`src/hw/tmr8_pkg.sv`:
```
package tmr8_pkg;

  // register offsets on the I/O register port
  localparam logic [7:0] GEN_TIMER_CTRL_OFS = 8'h23;
  localparam logic [7:0] TIMER_CTRL_OFS = 8'h24;
  localparam logic [7:0] COUNTER_VALUE_OFS = 8'h26;
  localparam logic [7:0] COMPARE_VALUE_OFS = 8'h27;
  localparam logic [7:0] IRQ_ENABLE_OFS = 8'h28;
  localparam logic [7:0] IRQ_FLAG_OFS = 8'h29;

  // timer control field positions
  localparam int CTRL_WAVE_LO_BIT = 6;
  localparam int CTRL_COM_HI_BIT = 5;
  localparam int CTRL_COM_LO_BIT = 4;
  localparam int CTRL_WAVE_HI_BIT = 3;
  localparam int CTRL_CS_HI_BIT = 2;

  // general timer control field positions
  localparam int GEN_SYNC_HOLD_BIT = 7;
  localparam int GEN_SECOND_PSR_BIT = 1;
  localparam int GEN_SHARED_PSR_BIT = 0;

  // flag and enable field positions
  localparam int COMPARE_BIT = 1;
  localparam int OVERFLOW_BIT = 0;

  // values after reset
  localparam logic [7:0] REG8_RESET = 8'h00;
  localparam logic [9:0] PRESCALE_RESET = 10'h000;

  // counter limits
  localparam logic [7:0] COUNT_BOTTOM = 8'h00;
  localparam logic [7:0] COUNT_MAX = 8'hFF;

  // prescaler tap masks: a tap fires when all masked bits are one
  localparam logic [9:0] TAP_DIV8 = 10'h007;
  localparam logic [9:0] TAP_DIV64 = 10'h03F;
  localparam logic [9:0] TAP_DIV256 = 10'h0FF;
  localparam logic [9:0] TAP_DIV1024 = 10'h3FF;

  typedef enum logic [1:0] {
    WAVE_NORMAL,
    WAVE_PHASE_PWM,
    WAVE_CLEAR_ON_MATCH,
    WAVE_FAST_PWM
  } tmr8_wave_t;

  typedef enum logic [2:0] {
    CS_STOPPED,
    CS_DIRECT,
    CS_DIV8,
    CS_DIV64,
    CS_DIV256,
    CS_DIV1024,
    CS_EXT_FALL,
    CS_EXT_RISE
  } tmr8_clksel_t;

  typedef struct packed {
    logic [7:0] addr;
    logic [7:0] wdata;
    logic wr;
    logic rd;
  } tmr8_bus_req_t;

  typedef struct packed {
    logic compareReq;
    logic overflowReq;
  } tmr8_irq_t;

  typedef struct packed {
    logic [1:0] waveMode;
    logic [1:0] compareOutputMode;
    logic [2:0] clockSelect;
    logic [7:0] counterValue;
    logic [7:0] compareValue;
    logic compareIrqEnable;
    logic overflowIrqEnable;
    logic compareFlag;
    logic overflowFlag;
    logic syncHoldMode;
    logic sharedPrescalerReset;
    logic secondPrescalerReset;
    logic [9:0] prescale;
    logic countDown;
    logic blockMatch;
    logic waveOut;
    logic extSync1;
    logic extSync2;
    logic extPrev;
    logic [7:0] rdata;
  } tmr8_state_t;

endpackage

```
`src/hw/tmr8_channel.sv`:
```
// Function
// - nonzero output mode takes pin, direction enables
// - non-PWM modes: off, toggle, clear, set
// - fast PWM: off, reserved, non-inverting, inverting
// - fast PWM compare at top acts at bottom
// - phase PWM: direction-dependent clear/set on match
// - phase PWM compare at top acts at top
// - clock select: stop, direct, four prescaler taps
// - codes 110/111 count external falling/rising edges
// - external pin counts even when driven as output
// - counter read/write; write blocks next match
// - compare value continuously compared with counter
// - compare flag set on counter match
// - compare flag cleared by vector or one
// - overflow flag at overflow; phase PWM at bottom
// - overflow flag cleared by vector or one
// - compare request: flag, enable, global enable
// - overflow request: flag, enable, global enable
// - sync mode holds prescaler resets; clearing releases
// - shared prescaler reset self-clears unless sync mode
// - waveform mode: normal, phase PWM, CTC, fast
// - external pin synchronized and edge detected
//
// The plain strobed port was left to the implementer.
module tmr8_channel (
  input wire logic clk,
  input wire logic sys_rst,
  input tmr8_pkg::tmr8_bus_req_t busReq,
  output logic [7:0] busRdata,
  input wire logic cpuGlobalIrqEnable,
  input wire logic compareIrqAck,
  input wire logic overflowIrqAck,
  output tmr8_pkg::tmr8_irq_t irqReq,
  input wire logic externalCountPin,
  input wire logic portDirBit,
  output logic compareOutputPin,
  output logic compareOutputOverride,
  output logic compareOutputOe,
  output logic secondPrescalerReset
);

  tmr8_pkg::tmr8_state_t state_q;
  tmr8_pkg::tmr8_state_t state_d;

  tmr8_pkg::tmr8_wave_t wave;
  tmr8_pkg::tmr8_clksel_t clkSel;
  logic tick;
  logic extRise;
  logic extFall;
  logic atMax;
  logic atBottom;
  logic matchNow;
  logic compareAtTop;
  logic overflowEvent;
  logic [7:0] genCtrlRead;
  logic [7:0] ctrlRead;

  assign wave = tmr8_pkg::tmr8_wave_t'(state_q.waveMode);
  assign clkSel = tmr8_pkg::tmr8_clksel_t'(state_q.clockSelect);
  // only the second sync stage and its delayed copy feed the detector
  assign extRise = state_q.extSync2 & ~state_q.extPrev;
  assign extFall = ~state_q.extSync2 & state_q.extPrev;
  assign atMax = state_q.counterValue == tmr8_pkg::COUNT_MAX;
  assign atBottom = state_q.counterValue == tmr8_pkg::COUNT_BOTTOM;
  // one event term so any overflow, even onto a set flag, beats a clear
  assign overflowEvent = tick && (wave == tmr8_pkg::WAVE_PHASE_PWM ?
                                  state_q.countDown && atBottom : atMax);
  assign compareAtTop = state_q.compareValue == tmr8_pkg::COUNT_MAX;

  always_comb begin
    unique case (clkSel)
      tmr8_pkg::CS_STOPPED: tick = 1'b0;
      tmr8_pkg::CS_DIRECT: tick = 1'b1;
      tmr8_pkg::CS_DIV8: tick = (state_q.prescale & tmr8_pkg::TAP_DIV8) == tmr8_pkg::TAP_DIV8;
      tmr8_pkg::CS_DIV64: tick = (state_q.prescale & tmr8_pkg::TAP_DIV64) == tmr8_pkg::TAP_DIV64;
      tmr8_pkg::CS_DIV256: tick = (state_q.prescale & tmr8_pkg::TAP_DIV256) ==
                                  tmr8_pkg::TAP_DIV256;
      tmr8_pkg::CS_DIV1024: tick = (state_q.prescale & tmr8_pkg::TAP_DIV1024) ==
                                   tmr8_pkg::TAP_DIV1024;
      tmr8_pkg::CS_EXT_FALL: tick = extFall;
      tmr8_pkg::CS_EXT_RISE: tick = extRise;
    endcase
  end

  // a held prescaler reset also holds every tap low
  assign matchNow = tick && !state_q.blockMatch &&
                    state_q.counterValue == state_q.compareValue;

  always_comb begin
    genCtrlRead = tmr8_pkg::REG8_RESET;
    genCtrlRead[tmr8_pkg::GEN_SYNC_HOLD_BIT] = state_q.syncHoldMode;
    genCtrlRead[tmr8_pkg::GEN_SECOND_PSR_BIT] = state_q.secondPrescalerReset;
    genCtrlRead[tmr8_pkg::GEN_SHARED_PSR_BIT] = state_q.sharedPrescalerReset;
    ctrlRead = tmr8_pkg::REG8_RESET;
    ctrlRead[tmr8_pkg::CTRL_WAVE_LO_BIT] = state_q.waveMode[0];
    ctrlRead[tmr8_pkg::CTRL_WAVE_HI_BIT] = state_q.waveMode[1];
    ctrlRead[tmr8_pkg::CTRL_COM_HI_BIT] = state_q.compareOutputMode[1];
    ctrlRead[tmr8_pkg::CTRL_COM_LO_BIT] = state_q.compareOutputMode[0];
    ctrlRead[tmr8_pkg::CTRL_CS_HI_BIT -: 3] = state_q.clockSelect;
  end

  always_comb begin
    state_d = state_q;

    state_d.extSync1 = externalCountPin;
    state_d.extSync2 = state_q.extSync1;
    state_d.extPrev = state_q.extSync2;

    if (state_q.sharedPrescalerReset) begin
      state_d.prescale = tmr8_pkg::PRESCALE_RESET;
    end else begin
      state_d.prescale = state_q.prescale + 10'h001;
    end

    // prescaler reset bits last one cycle unless held by sync mode
    if (!state_q.syncHoldMode) begin
      state_d.sharedPrescalerReset = 1'b0;
      state_d.secondPrescalerReset = 1'b0;
    end

    if (tick) begin
      state_d.blockMatch = 1'b0;
      unique case (wave)
        tmr8_pkg::WAVE_PHASE_PWM: begin
          if (!state_q.countDown) begin
            if (atMax) begin
              state_d.countDown = 1'b1;
              state_d.counterValue = state_q.counterValue - 8'h01;
            end else begin
              state_d.counterValue = state_q.counterValue + 8'h01;
            end
          end else if (atBottom) begin
            state_d.countDown = 1'b0;
            state_d.counterValue = state_q.counterValue + 8'h01;
            state_d.overflowFlag = 1'b1;
          end else begin
            state_d.counterValue = state_q.counterValue - 8'h01;
          end
        end
        tmr8_pkg::WAVE_CLEAR_ON_MATCH: begin
          state_d.countDown = 1'b0;
          if (state_q.counterValue == state_q.compareValue) begin
            state_d.counterValue = tmr8_pkg::COUNT_BOTTOM;
          end else begin
            state_d.counterValue = state_q.counterValue + 8'h01;
          end
          if (atMax) begin
            state_d.overflowFlag = 1'b1;
          end
        end
        default: begin
          state_d.countDown = 1'b0;
          state_d.counterValue = state_q.counterValue + 8'h01;
          if (atMax) begin
            state_d.overflowFlag = 1'b1;
          end
        end
      endcase
    end

    if (matchNow) begin
      state_d.compareFlag = 1'b1;
    end

    if (state_q.compareOutputMode != 2'b00) begin
      unique case (wave)
        tmr8_pkg::WAVE_FAST_PWM: begin
          if (state_q.compareOutputMode[1]) begin
            if (matchNow && !compareAtTop) begin
              state_d.waveOut = state_q.compareOutputMode[0];
            end
            if (tick && atMax) begin
              state_d.waveOut = ~state_q.compareOutputMode[0];
            end
          end
        end
        tmr8_pkg::WAVE_PHASE_PWM: begin
          if (state_q.compareOutputMode[1]) begin
            if (compareAtTop) begin
              if (tick && atMax && !state_q.countDown) begin
                state_d.waveOut = ~state_q.compareOutputMode[0];
              end
            end else if (matchNow) begin
              state_d.waveOut = state_q.countDown ^ state_q.compareOutputMode[0];
            end
          end
        end
        default: begin
          if (matchNow) begin
            unique case (state_q.compareOutputMode)
              2'b01: state_d.waveOut = ~state_q.waveOut;
              2'b10: state_d.waveOut = 1'b0;
              default: state_d.waveOut = 1'b1;
            endcase
          end
        end
      endcase
    end

    // a hardware set in the same cycle beats either clear
    if (compareIrqAck && !matchNow) begin
      state_d.compareFlag = 1'b0;
    end
    if (overflowIrqAck && !overflowEvent) begin
      state_d.overflowFlag = 1'b0;
    end

    if (busReq.wr) begin
      unique case (busReq.addr)
        tmr8_pkg::GEN_TIMER_CTRL_OFS: begin
          state_d.syncHoldMode = busReq.wdata[tmr8_pkg::GEN_SYNC_HOLD_BIT];
          state_d.sharedPrescalerReset = busReq.wdata[tmr8_pkg::GEN_SHARED_PSR_BIT];
          state_d.secondPrescalerReset = busReq.wdata[tmr8_pkg::GEN_SECOND_PSR_BIT];
        end
        tmr8_pkg::TIMER_CTRL_OFS: begin
          state_d.waveMode = {busReq.wdata[tmr8_pkg::CTRL_WAVE_HI_BIT],
                              busReq.wdata[tmr8_pkg::CTRL_WAVE_LO_BIT]};
          state_d.compareOutputMode = busReq.wdata[tmr8_pkg::CTRL_COM_HI_BIT -: 2];
          state_d.clockSelect = busReq.wdata[tmr8_pkg::CTRL_CS_HI_BIT -: 3];
        end
        tmr8_pkg::COUNTER_VALUE_OFS: begin
          state_d.counterValue = busReq.wdata;
          state_d.blockMatch = 1'b1;
        end
        tmr8_pkg::COMPARE_VALUE_OFS: begin
          state_d.compareValue = busReq.wdata;
        end
        tmr8_pkg::IRQ_ENABLE_OFS: begin
          state_d.compareIrqEnable = busReq.wdata[tmr8_pkg::COMPARE_BIT];
          state_d.overflowIrqEnable = busReq.wdata[tmr8_pkg::OVERFLOW_BIT];
        end
        tmr8_pkg::IRQ_FLAG_OFS: begin
          // writing one clears, but a match in this cycle wins
          if (busReq.wdata[tmr8_pkg::COMPARE_BIT] && !matchNow) begin
            state_d.compareFlag = 1'b0;
          end
          if (busReq.wdata[tmr8_pkg::OVERFLOW_BIT] && !overflowEvent) begin
            state_d.overflowFlag = 1'b0;
          end
        end
        default: begin
        end
      endcase
    end

    state_d.rdata = tmr8_pkg::REG8_RESET;
    if (busReq.rd) begin
      unique case (busReq.addr)
        tmr8_pkg::GEN_TIMER_CTRL_OFS: state_d.rdata = genCtrlRead;
        tmr8_pkg::TIMER_CTRL_OFS: state_d.rdata = ctrlRead;
        tmr8_pkg::COUNTER_VALUE_OFS: state_d.rdata = state_q.counterValue;
        tmr8_pkg::COMPARE_VALUE_OFS: state_d.rdata = state_q.compareValue;
        tmr8_pkg::IRQ_ENABLE_OFS: begin
          state_d.rdata[tmr8_pkg::COMPARE_BIT] = state_q.compareIrqEnable;
          state_d.rdata[tmr8_pkg::OVERFLOW_BIT] = state_q.overflowIrqEnable;
        end
        tmr8_pkg::IRQ_FLAG_OFS: begin
          state_d.rdata[tmr8_pkg::COMPARE_BIT] = state_q.compareFlag;
          state_d.rdata[tmr8_pkg::OVERFLOW_BIT] = state_q.overflowFlag;
        end
        default: state_d.rdata = tmr8_pkg::REG8_RESET;
      endcase
    end
  end

  always_ff @(posedge clk) begin
    if (sys_rst) begin
      state_q <= '0;
    end else begin
      state_q <= state_d;
    end
  end

  assign busRdata = state_q.rdata;
  assign irqReq.compareReq = state_q.compareFlag & state_q.compareIrqEnable &
                             cpuGlobalIrqEnable;
  assign irqReq.overflowReq = state_q.overflowFlag & state_q.overflowIrqEnable &
                              cpuGlobalIrqEnable;
  assign compareOutputPin = state_q.waveOut;
  assign compareOutputOverride = |state_q.compareOutputMode;
  assign compareOutputOe = compareOutputOverride & portDirBit;
  assign secondPrescalerReset = state_q.secondPrescalerReset;

endmodule

```
`config.mk`:
```
export PLATFORM = sky130hd
export DESIGN_NAME = tmr8_channel
export DESIGN_NICKNAME = d
export VERILOG_FILES = /design/src/hw/tmr8_pkg.sv /design/src/hw/tmr8_channel.sv
export SDC_FILE = /design/constraint.sdc
export NUM_CORES = 1
export LEC_CHECK = 0
export BUFFER_PORTS_ARGS = -buffer_cell sky130_fd_sc_hd__buf_2
export CAP_MARGIN = 20
export CORE_MARGIN = 4
export CORE_UTILIZATION = 45
export CTS_CLUSTER_SIZE = 30
export DETAILED_ROUTE_END_ITERATION = 12
export HOLD_SLACK_MARGIN = 0.05
export MAX_ROUTING_LAYER = met4
export PLACE_DENSITY = 0.68
export SYNTH_ARGS = -nofsm -noshare
export SYNTH_HDL_FRONTEND = slang
export SYNTH_SLANG_ARGS = --single-unit
```
`constraint.sdc`:
```
create_clock -name clk -period 4.2 [get_ports clk]
set_clock_uncertainty 0.05 [all_clocks]
set_input_delay 0.84 -clock clk [delete_from_list [all_inputs] [get_ports clk]]
set_output_delay 0.84 -clock clk [all_outputs]
set_load 0.02 [all_outputs]
```
Yosys cells after proc, flatten, opt, wreduce, memory -nomap -nowiden:

Cells that the tools add are included.

* $add $sub $neg: 3
* equal/unequal tests: 30
* multiplexer cells: 44
* bitwise operators: 13
* reduce and logical (&&, ||, !) cells: 28

Operators by type and width (number)
* $mux W8: 7
* $eq A8 B6 Y1 const B: 6
* $mux W1: 26
* $eq A8 B8 Y1 const B: 3
* $pmux W6 S4: 1
* $mux W23: 1
* $pmux W8 S2: 1
* $eq A3 B3 Y1 const B: 5
* $pmux W2 S6: 1
* $logic_and A1 B1 Y1: 11
* $add A10 B1 Y10 const B: 1
* $eq A10 B10 Y1 const B: 1
* $add A8 B1 Y8 const B: 1
* $eq A8 B8 Y1: 1
* $logic_not A8 Y1: 1
* $pmux W1 S8: 1
* $reduce_and A2 Y1: 4
* $sub A8 B1 Y8 const B: 1
* $and A1 B1 Y1: 7
* $reduce_and A7 Y1: 1
* $eq A2 B2 Y1 const B: 3
* $eq A3 B2 Y1 const B: 2
* $eq A6 B6 Y1 const B: 1
* $mux W2: 3
* 14 further kinds: 28

* register bits: 54
* input bits: 25
* output and inout bits: 14
* logic and storage cells: 138

Depth between registers and ports, before layout:

Gate-level depths: netlist (run 1).

* depth in word-level cells: 11
* mapped depth: 9
* mapped depth without buffers: 8

Least setup slack after synthesis (run 1):

Ideal clock, no wire load.

* kind: input -> register
* from: input busReq[14] (netlist name)
* to: register state_q[45] (netlist name)
* library setup time: 91 ps
* data arrival time: 2507 ps
* data required time: 4059 ps
* setup slack: 1552 ps
* cell stages on the path: 7
* path buffers: 2
* cells stage by stage: or4b_1 > buf_2 > or4_4 > buf_6 > a2bb2oi_1 > a31oi_1 > a311oi_1

* cells in the longest elaborated chain, start to end: 3

Ends and longest elaborated chain
* start: declaration: RTL line tmr8_channel.sv:28 `input tmr8_pkg::tmr8_bus_req_t busReq,`
* $eq A8 B6 Y1: RTL line tmr8_channel.sv:209 `unique case (busReq.addr)`
* $mux W8: RTL line tmr8_channel.sv:209
* $mux W23: RTL line tmr8_channel.sv:208 `if (busReq.wr) begin`
* end signal: assignment: RTL line tmr8_channel.sv:270 `state_q <= state_d;`
* end: declaration: RTL line tmr8_channel.sv:42 `tmr8_pkg::tmr8_state_t state_q;`

Every way passes these cells.
A chain may end at the register's enable or synchronous reset.

Worst setup path in the final report (run 1):

Same ends and word-level chain as after synthesis.

==> results.yml, run 1 <==
clocking:
  clk_pin_slew_ns: 0.10
  cts_resized: 0
  cts_tree: "built"
  numCtsBuffers: 5
  cts_buffer_depth: 2
  cts_hold_buf: 0
  cts.sinks: 54
  clkLatencyLatePin_ns: 0.31
  cts_setup_buffers: 0
  htreeDepth: 2
  clock-root-buffer: "clkbuf_8"
grt:
  track_usage_pct: 18.7
  grt_remaining_overflow: 0
  grt_pass1_wl_um: 12600
  grt_max_degree: 40
  antenna_found_initial: 0
  grt_pass1_vias: 2540
timing:
  fmax_mhz: 366
  min_period_ns: 2.73
  report.final.slew_viol_count: 0
  relSlewSlack_pct: 41.1
  finalWorstSetupSlack_ns: 1.47
  final.period_utilization_pct: 65.0
  setup_violations: 0
  setup_tns_ns: 0
  rsz0062_at_grt: "no"
  hold_violations: 0
  tightest_slew_ns: 0.881
placed_design:
  dp_cells: 493
  placed_area_mm2: 0.00332
  place_congestion: 0.900
  portBuffers: 38
  dpl.hpwl_um: 5650
  preCtsSetupSlack_ns: 1.19
floorplan:
  core_area_mm2: 0.00679
  initial_core_util_pct: 46.6
  fp.dieH_um: 91.8
  die_w_um: 91.8
  ios: 39
  die_area_mm2: 0.00843
  rows: 30
run_status:
  status: "finished, final reports clean"
drt:
  vias: 2777
  final_antenna_net_count: 0
  firstDrtPassIters: 5
  vias_per_cell: 5.55
  wl_per_cell_um: 15.4
  drt_iter0_drc: 234
  totalWireLength_um: 7690
  drc: 0
finish:
  finish.net_count: 437
  seqCellArea_mm2: 0.00108
  area_delta_synth_final_pct: 7.52
  fin_area_mm2: 0.00340
  multi_input_area_mm2: 0.00187
  final_cells: 500
  diodes: 0
  drive_above_1_share_pct: 13.6
  fill_cells: 677
flow_run:
  cap_violations: 0
synth:
  synth_warnings: 0
  ys_ff_latch: 54
  async_flop_share_pct: 0
  seq_area_frac_synth_pct: 34.2
  synth_nets: 420
  netlist_area_mm2: 0.00316
  synth_edf_count: 0
  synth_cells: 387
  ys_types: 61
  synth_top_flop_cell: "dfxtp_1"
  synth_area_per_cell_um2: 8.17
setup_path:
  end_kind: "flip-flop"
  crit_fanout: 11
  path_class: "primary input to flip-flop"
  worstPathRequired_ns: 4.36
  startpoint_type: "primary input"
  crit_arrival_ns: 2.89
pwr:
  peakVddDrop_v: 0.000143
  power.total_uw: 899
  p_per_area_mw_per_mm2: 264
  leakage_uw: 0.00139
hold_path:
  min_path_type: "flip-flop to flip-flop"
registers in the layout, summed over array words and instances, names as in the netlist:
register              flops
compareOutputPin          1
busRdata                  8
state_q                  33
ctrlRead                  2
clkSel                    3
wave                      2
genCtrlRead               2
state_d                   2
secondPrescalerReset      1
final cells by class:
| type | count | share of cell area (%) |
|---|---|---|
| Inverter | 13 | 1.43 |
| Multi-Input combinational cell | 291 | 55.1 |
| Sequential cell | 54 | 31.8 |
| Tap cell | 96 | 3.53 |
| Clock buffer | 6 | 2.13 |
| Timing Repair Buffer | 39 | 5.81 |
| Clock inverter | 1 | 0.221 |
final timing paths:
check                         start                endpoint  slack (ns)  depth (start not counted)
max reg2reg  state_q[41]$_SDFF_PP0_  state_q[42]$_SDFF_PP0_        1.47                          6
min           state_d[9]$_SDFF_PP0_   state_d[8]$_SDFF_PP0_        0.40                          1
min reg2reg   state_d[9]$_SDFF_PP0_   state_d[8]$_SDFF_PP0_        0.40                          1
max                      busReq[14]  state_q[45]$_SDFF_PP0_        1.47                          7
synthesized netlist by cell type (2+ instances only):
cell | count | share of area [%]
clkbuf_1 | 9 | 1.1
a2bb2oi_1 | 3 | 0.83
and3_1 | 7 | 1.4
a211oi_1 | 2 | 0.47
a31oi_1 | 5 | 0.99
and2_1 | 3 | 0.59
or2_2 | 3 | 0.59
a311oi_1 | 3 | 0.83
o31ai_1 | 2 | 0.47
a21oi_1 | 24 | 3.8
nand3b_1 | 6 | 1.4
xor2_1 | 15 | 4.2
buf_1 | 2 | 0.24
mux2i_1 | 27 | 8.5
o22ai_1 | 2 | 0.40
and4_1 | 2 | 0.55
nor3b_1 | 2 | 0.47
nor2b_1 | 5 | 0.99
buf_4 | 9 | 2.1
o21ai_0 | 10 | 1.6
a2111oi_0 | 3 | 0.83
xnor2_1 | 4 | 1.1
buf_2 | 8 | 1.3
nand3_1 | 13 | 2.1
ha_1 | 8 | 3.2
nand2b_1 | 4 | 0.79
nor4_1 | 5 | 0.99
dfxtp_1 | 54 | 34
nor2_1 | 70 | 8.3
nand4_1 | 10 | 2.0
nor3_1 | 5 | 0.79
a211o_1 | 3 | 0.83
inv_1 | 12 | 1.4
or3_1 | 2 | 0.40
o211ai_1 | 3 | 0.71
nand2_1 | 17 | 2.0
power breakdown:
group,switching (µW),internal [µW]
registers,14.5,519
clock network,170,115
logic,48.5,31.7
stage by stage:
stage / hold slack (ns) / utilization (%)
floorplan: 0.364 / -
global placement: 0.366 / 48.9
detailed placement: 0.380 / 48.9
CTS: 0.403 / 50.1
global route: 0.430 / 50.1
finish: 0.395 / 50.1
critical path, cell delays in order:
cell       delay, ns
buf_2           0.09
or4b_1          0.66
or4_4           0.63
o2111ai_2       0.15
a2bb2oi_1       0.19
a31oi_1         0.06
a311oi_1        0.28
cell usage in the layout (no fill, tap or decap), types with 3 or more instances in the layout:
cell and n:
a2111oi_0 3, nor2_1 70, o21ai_0 10, and2_1 3, a21oi_1 24, nor3_1 5, nand3_1 13, nand4_1 10
inv_1 12, nand2b_1 4, o211ai_1 3, nor2b_1 5, dfxtp_1 54, nor4_1 5, nand3b_1 6, buf_2 38
mux2i_1 27, xor2_1 15, a211o_1 3, nand2_1 17, clkbuf_8 5, a311oi_1 3, a31oi_1 5, and3_1 7
ha_1 8, or2_2 3, a2bb2oi_1 3, xnor2_1 4
routing by layer:
metal / wire length (µm) / vias up / track usage, %
li1: - / 1406 / -
met1: 3600 / 1278 / 24.9
met3: 362 / 18 / 2.79
met2: 3490 / 75 / 29.1
met5: 0 / - / -
met4: 232 / 0 / 6.19
logic make-up after synthesis:
family	synth area share, %
fa+ha+maj	3.16
flops	34.2
xor+xnor	5.26
mux	8.90
compound gates	15.3
buf+inv	6.61
simple gates	26.5
(Power assumes the default switching activity.)
==> run 2, diff against run 1 <==
Settings changed: PLACE_DENSITY 0.68 to 0.71.
Clock period 4.2 ns to 2.5 ns, I/O delays scaled along.
==> run 2 against run 1 <==
Via count increased by 6.0%. Global-route usage is 0.88 points higher. Cell area grew 7.7%. Critical path type is now flip-flop to flip-flop. Critical endpoint is now state_q[42]$_SDFF_PP0_.
==> results.yml, run 2 (synthesized netlist as in run 1, its figures left out) <==
placed_design:
  preCtsSetupSlack_ns: 0.0447
  portBuffers: 38
  place_congestion: 0.923
  dpl.hpwl_um: 6050
clocking:
  clock-root-buffer: "clkbuf_8"
  cts.sinks: 54
  numCtsBuffers: 5
  htreeDepth: 2
  cts_tree: "built"
  cts_buffer_depth: 2
  clkLatencyLatePin_ns: 0.32
  clk_pin_slew_ns: 0.11
grt:
  track_usage_pct: 19.6
  grt_remaining_overflow: 0
  grt_pass1_wl_um: 13300
  antenna_found_initial: 0
  grt_pass1_vias: 2755
  grt_max_degree: 38
timing:
  setup_tns_ns: 0
  min_period_ns: 2.40
  hold_slack_ns: 0.348
  rsz0062_at_grt: "yes"
  setup_violations: 0
  relSlewSlack_pct: 59.5
  finalWorstSetupSlack_ns: 0.0978
  report.final.slew_viol_count: 0
  tightest_slew_ns: 0.606
  hold_violations: 0
  final.period_utilization_pct: 96.1
  fmax_mhz: 416
finish:
  final_cell_mix: "nor2_1, dfxtp_1, buf_2"
  drive_above_1_share_pct: 19.8
  layout_commonest_cell: "nor2_1"
  finish.net_count: 466
  top_register: "state_q"
  area_delta_synth_final_pct: 15.8
  largest_reg_flops: 33
  diodes: 0
floorplan:
  rows: 30
  core_area_mm2: 0.00679
  initial_core_util_pct: 46.6
  die_w_um: 91.8
  die_area_mm2: 0.00843
  ios: 39
  fp.dieH_um: 91.8
setup_path:
  max_stage_delay_ns: 0.41
  crit_arrival_ns: 2.53
  cpMostUsedCell: "and4_1"
  reg2reg_to: "state_q[42]$_SDFF_PP0_"
  startpoint_type: "flip-flop"
  r2r-start: "state_q[14]$_SDFF_PP0_"
  worstPathRequired_ns: 2.63
  path_cells: "ha_1, and4_1, and4_1, nor3b_1, buf_4, or2_2, a2111oi_1, nor4_1"
  critical-path-top-delay-family: "simple AND/OR/NAND/NOR gates"
  worstRegToRegCells: 8
  cp_num_buf_inv: 1
  path_class: "flip-flop to flip-flop"
  end_kind: "flip-flop"
  slowest_stage: "or2_2"
  r2r_setup_slack_ns: 0.1
  critical_path_depth: 8
  crit_fanout: 11
hold_path:
  min_from: "externalCountPin"
  whs_path_depth: 2
  worstHoldEndpoint: "state_d[9]$_SDFF_PP0_"
  min_path_type: "primary input to flip-flop"
drt:
  totalWireLength_um: 8080
  vias: 2945
  firstDrtPassIters: 5
  vias_per_cell: 5.56
  final_antenna_net_count: 0
  drc: 0
  wl_per_cell_um: 15.3
  drt_iter0_drc: 203
pwr:
  seqPwrFrac_pct: 52.5
  power_frac_comb_pct: 10.1
  p_per_area_mw_per_mm2: 462
  swShare_pct: 24.6
  p_int_uw: 1280
  clkPwrFrac_pct: 37.4
  p_sw_uw: 417
  leakage_uw: 0.00156
  peakVddDrop_v: 0.000281
run_status:
  status: "finished, final reports clean"
flow_run:
  cap_violations: 0
[run 2: area by class of cell]
cell class	count	area (µm²)
Clock buffer	6	82.6
Fill cell	634	3130
Multi-Input combinational cell	291	1880
Sequential cell	54	1080
Clock inverter	2	38.8
Timing Repair Buffer	68	415
Tap cell	96	120
Inverter	13	48.8
[run 2: timing repair]
item	in CTS	in global routing
hold endpoints to repair	0	0
endpoints found under the setup margin	0	3
setup buffers	0	2
hold buffers	0	0
resized for setup	0	2
[run 2: power by group through the flow]
stage / registers [µW] / logic (µW) / clock network (µW)
after floorplan: 900 / 102 / 0
after global placement: 908 / 166 / 0
after detailed placement: 908 / 168 / 0
after CTS: 888 / 169 / 638
after global routing: 890 / 186 / 671
final: 889 / 171 / 634
[run 2: how the worst max path moves through the flow]
| stage | start | end | slack [ns] |
|---|---|---|---|
| 3_3_place_gp | busReq[14] | state_q[43]$_SDFF_PP0_ | 0.1 |
| 4_1_cts | state_q[14]$_SDFF_PP0_ | state_q[41]$_SDFF_PP0_ | 0.11 |
| 3_5_place_dp | busReq[14] | state_q[45]$_SDFF_PP0_ | 0.04 |
| 2_1_floorplan | busReq[14] | state_q[45]$_SDFF_PP0_ | 0.19 |
| 6_report | state_q[14]$_SDFF_PP0_ | state_q[42]$_SDFF_PP0_ | 0.1 |
| 5_1_grt | state_q[14]$_SDFF_PP0_ | state_q[42]$_SDFF_PP0_ | -0.05 |
[run 2: stage by stage]
step | utilization (%) | cell area, µm² | cells | power, µW
2_1_floorplan | - | 3160 | 387 | 1000
3_3_place_gp | 51.9 | 3520 | 520 | 1070
3_5_place_dp | 51.9 | 3520 | 520 | 1080
4_1_cts | 53.6 | 3640 | 528 | 1690
5_1_grt | 53.9 | 3660 | 530 | 1750
6_report | 53.9 | 3660 | 530 | 1690
[run 2: layer usage]
metal / vias up / global-route usage [%] / wire length, µm
met3: 17 / 2.38 / 455
met1: 1357 / 26.1 / 3730
li1: 1457 / - / -
met2: 114 / 31.0 / 3740
met4: 0 / 6.31 / 161
met5: - / - / 0
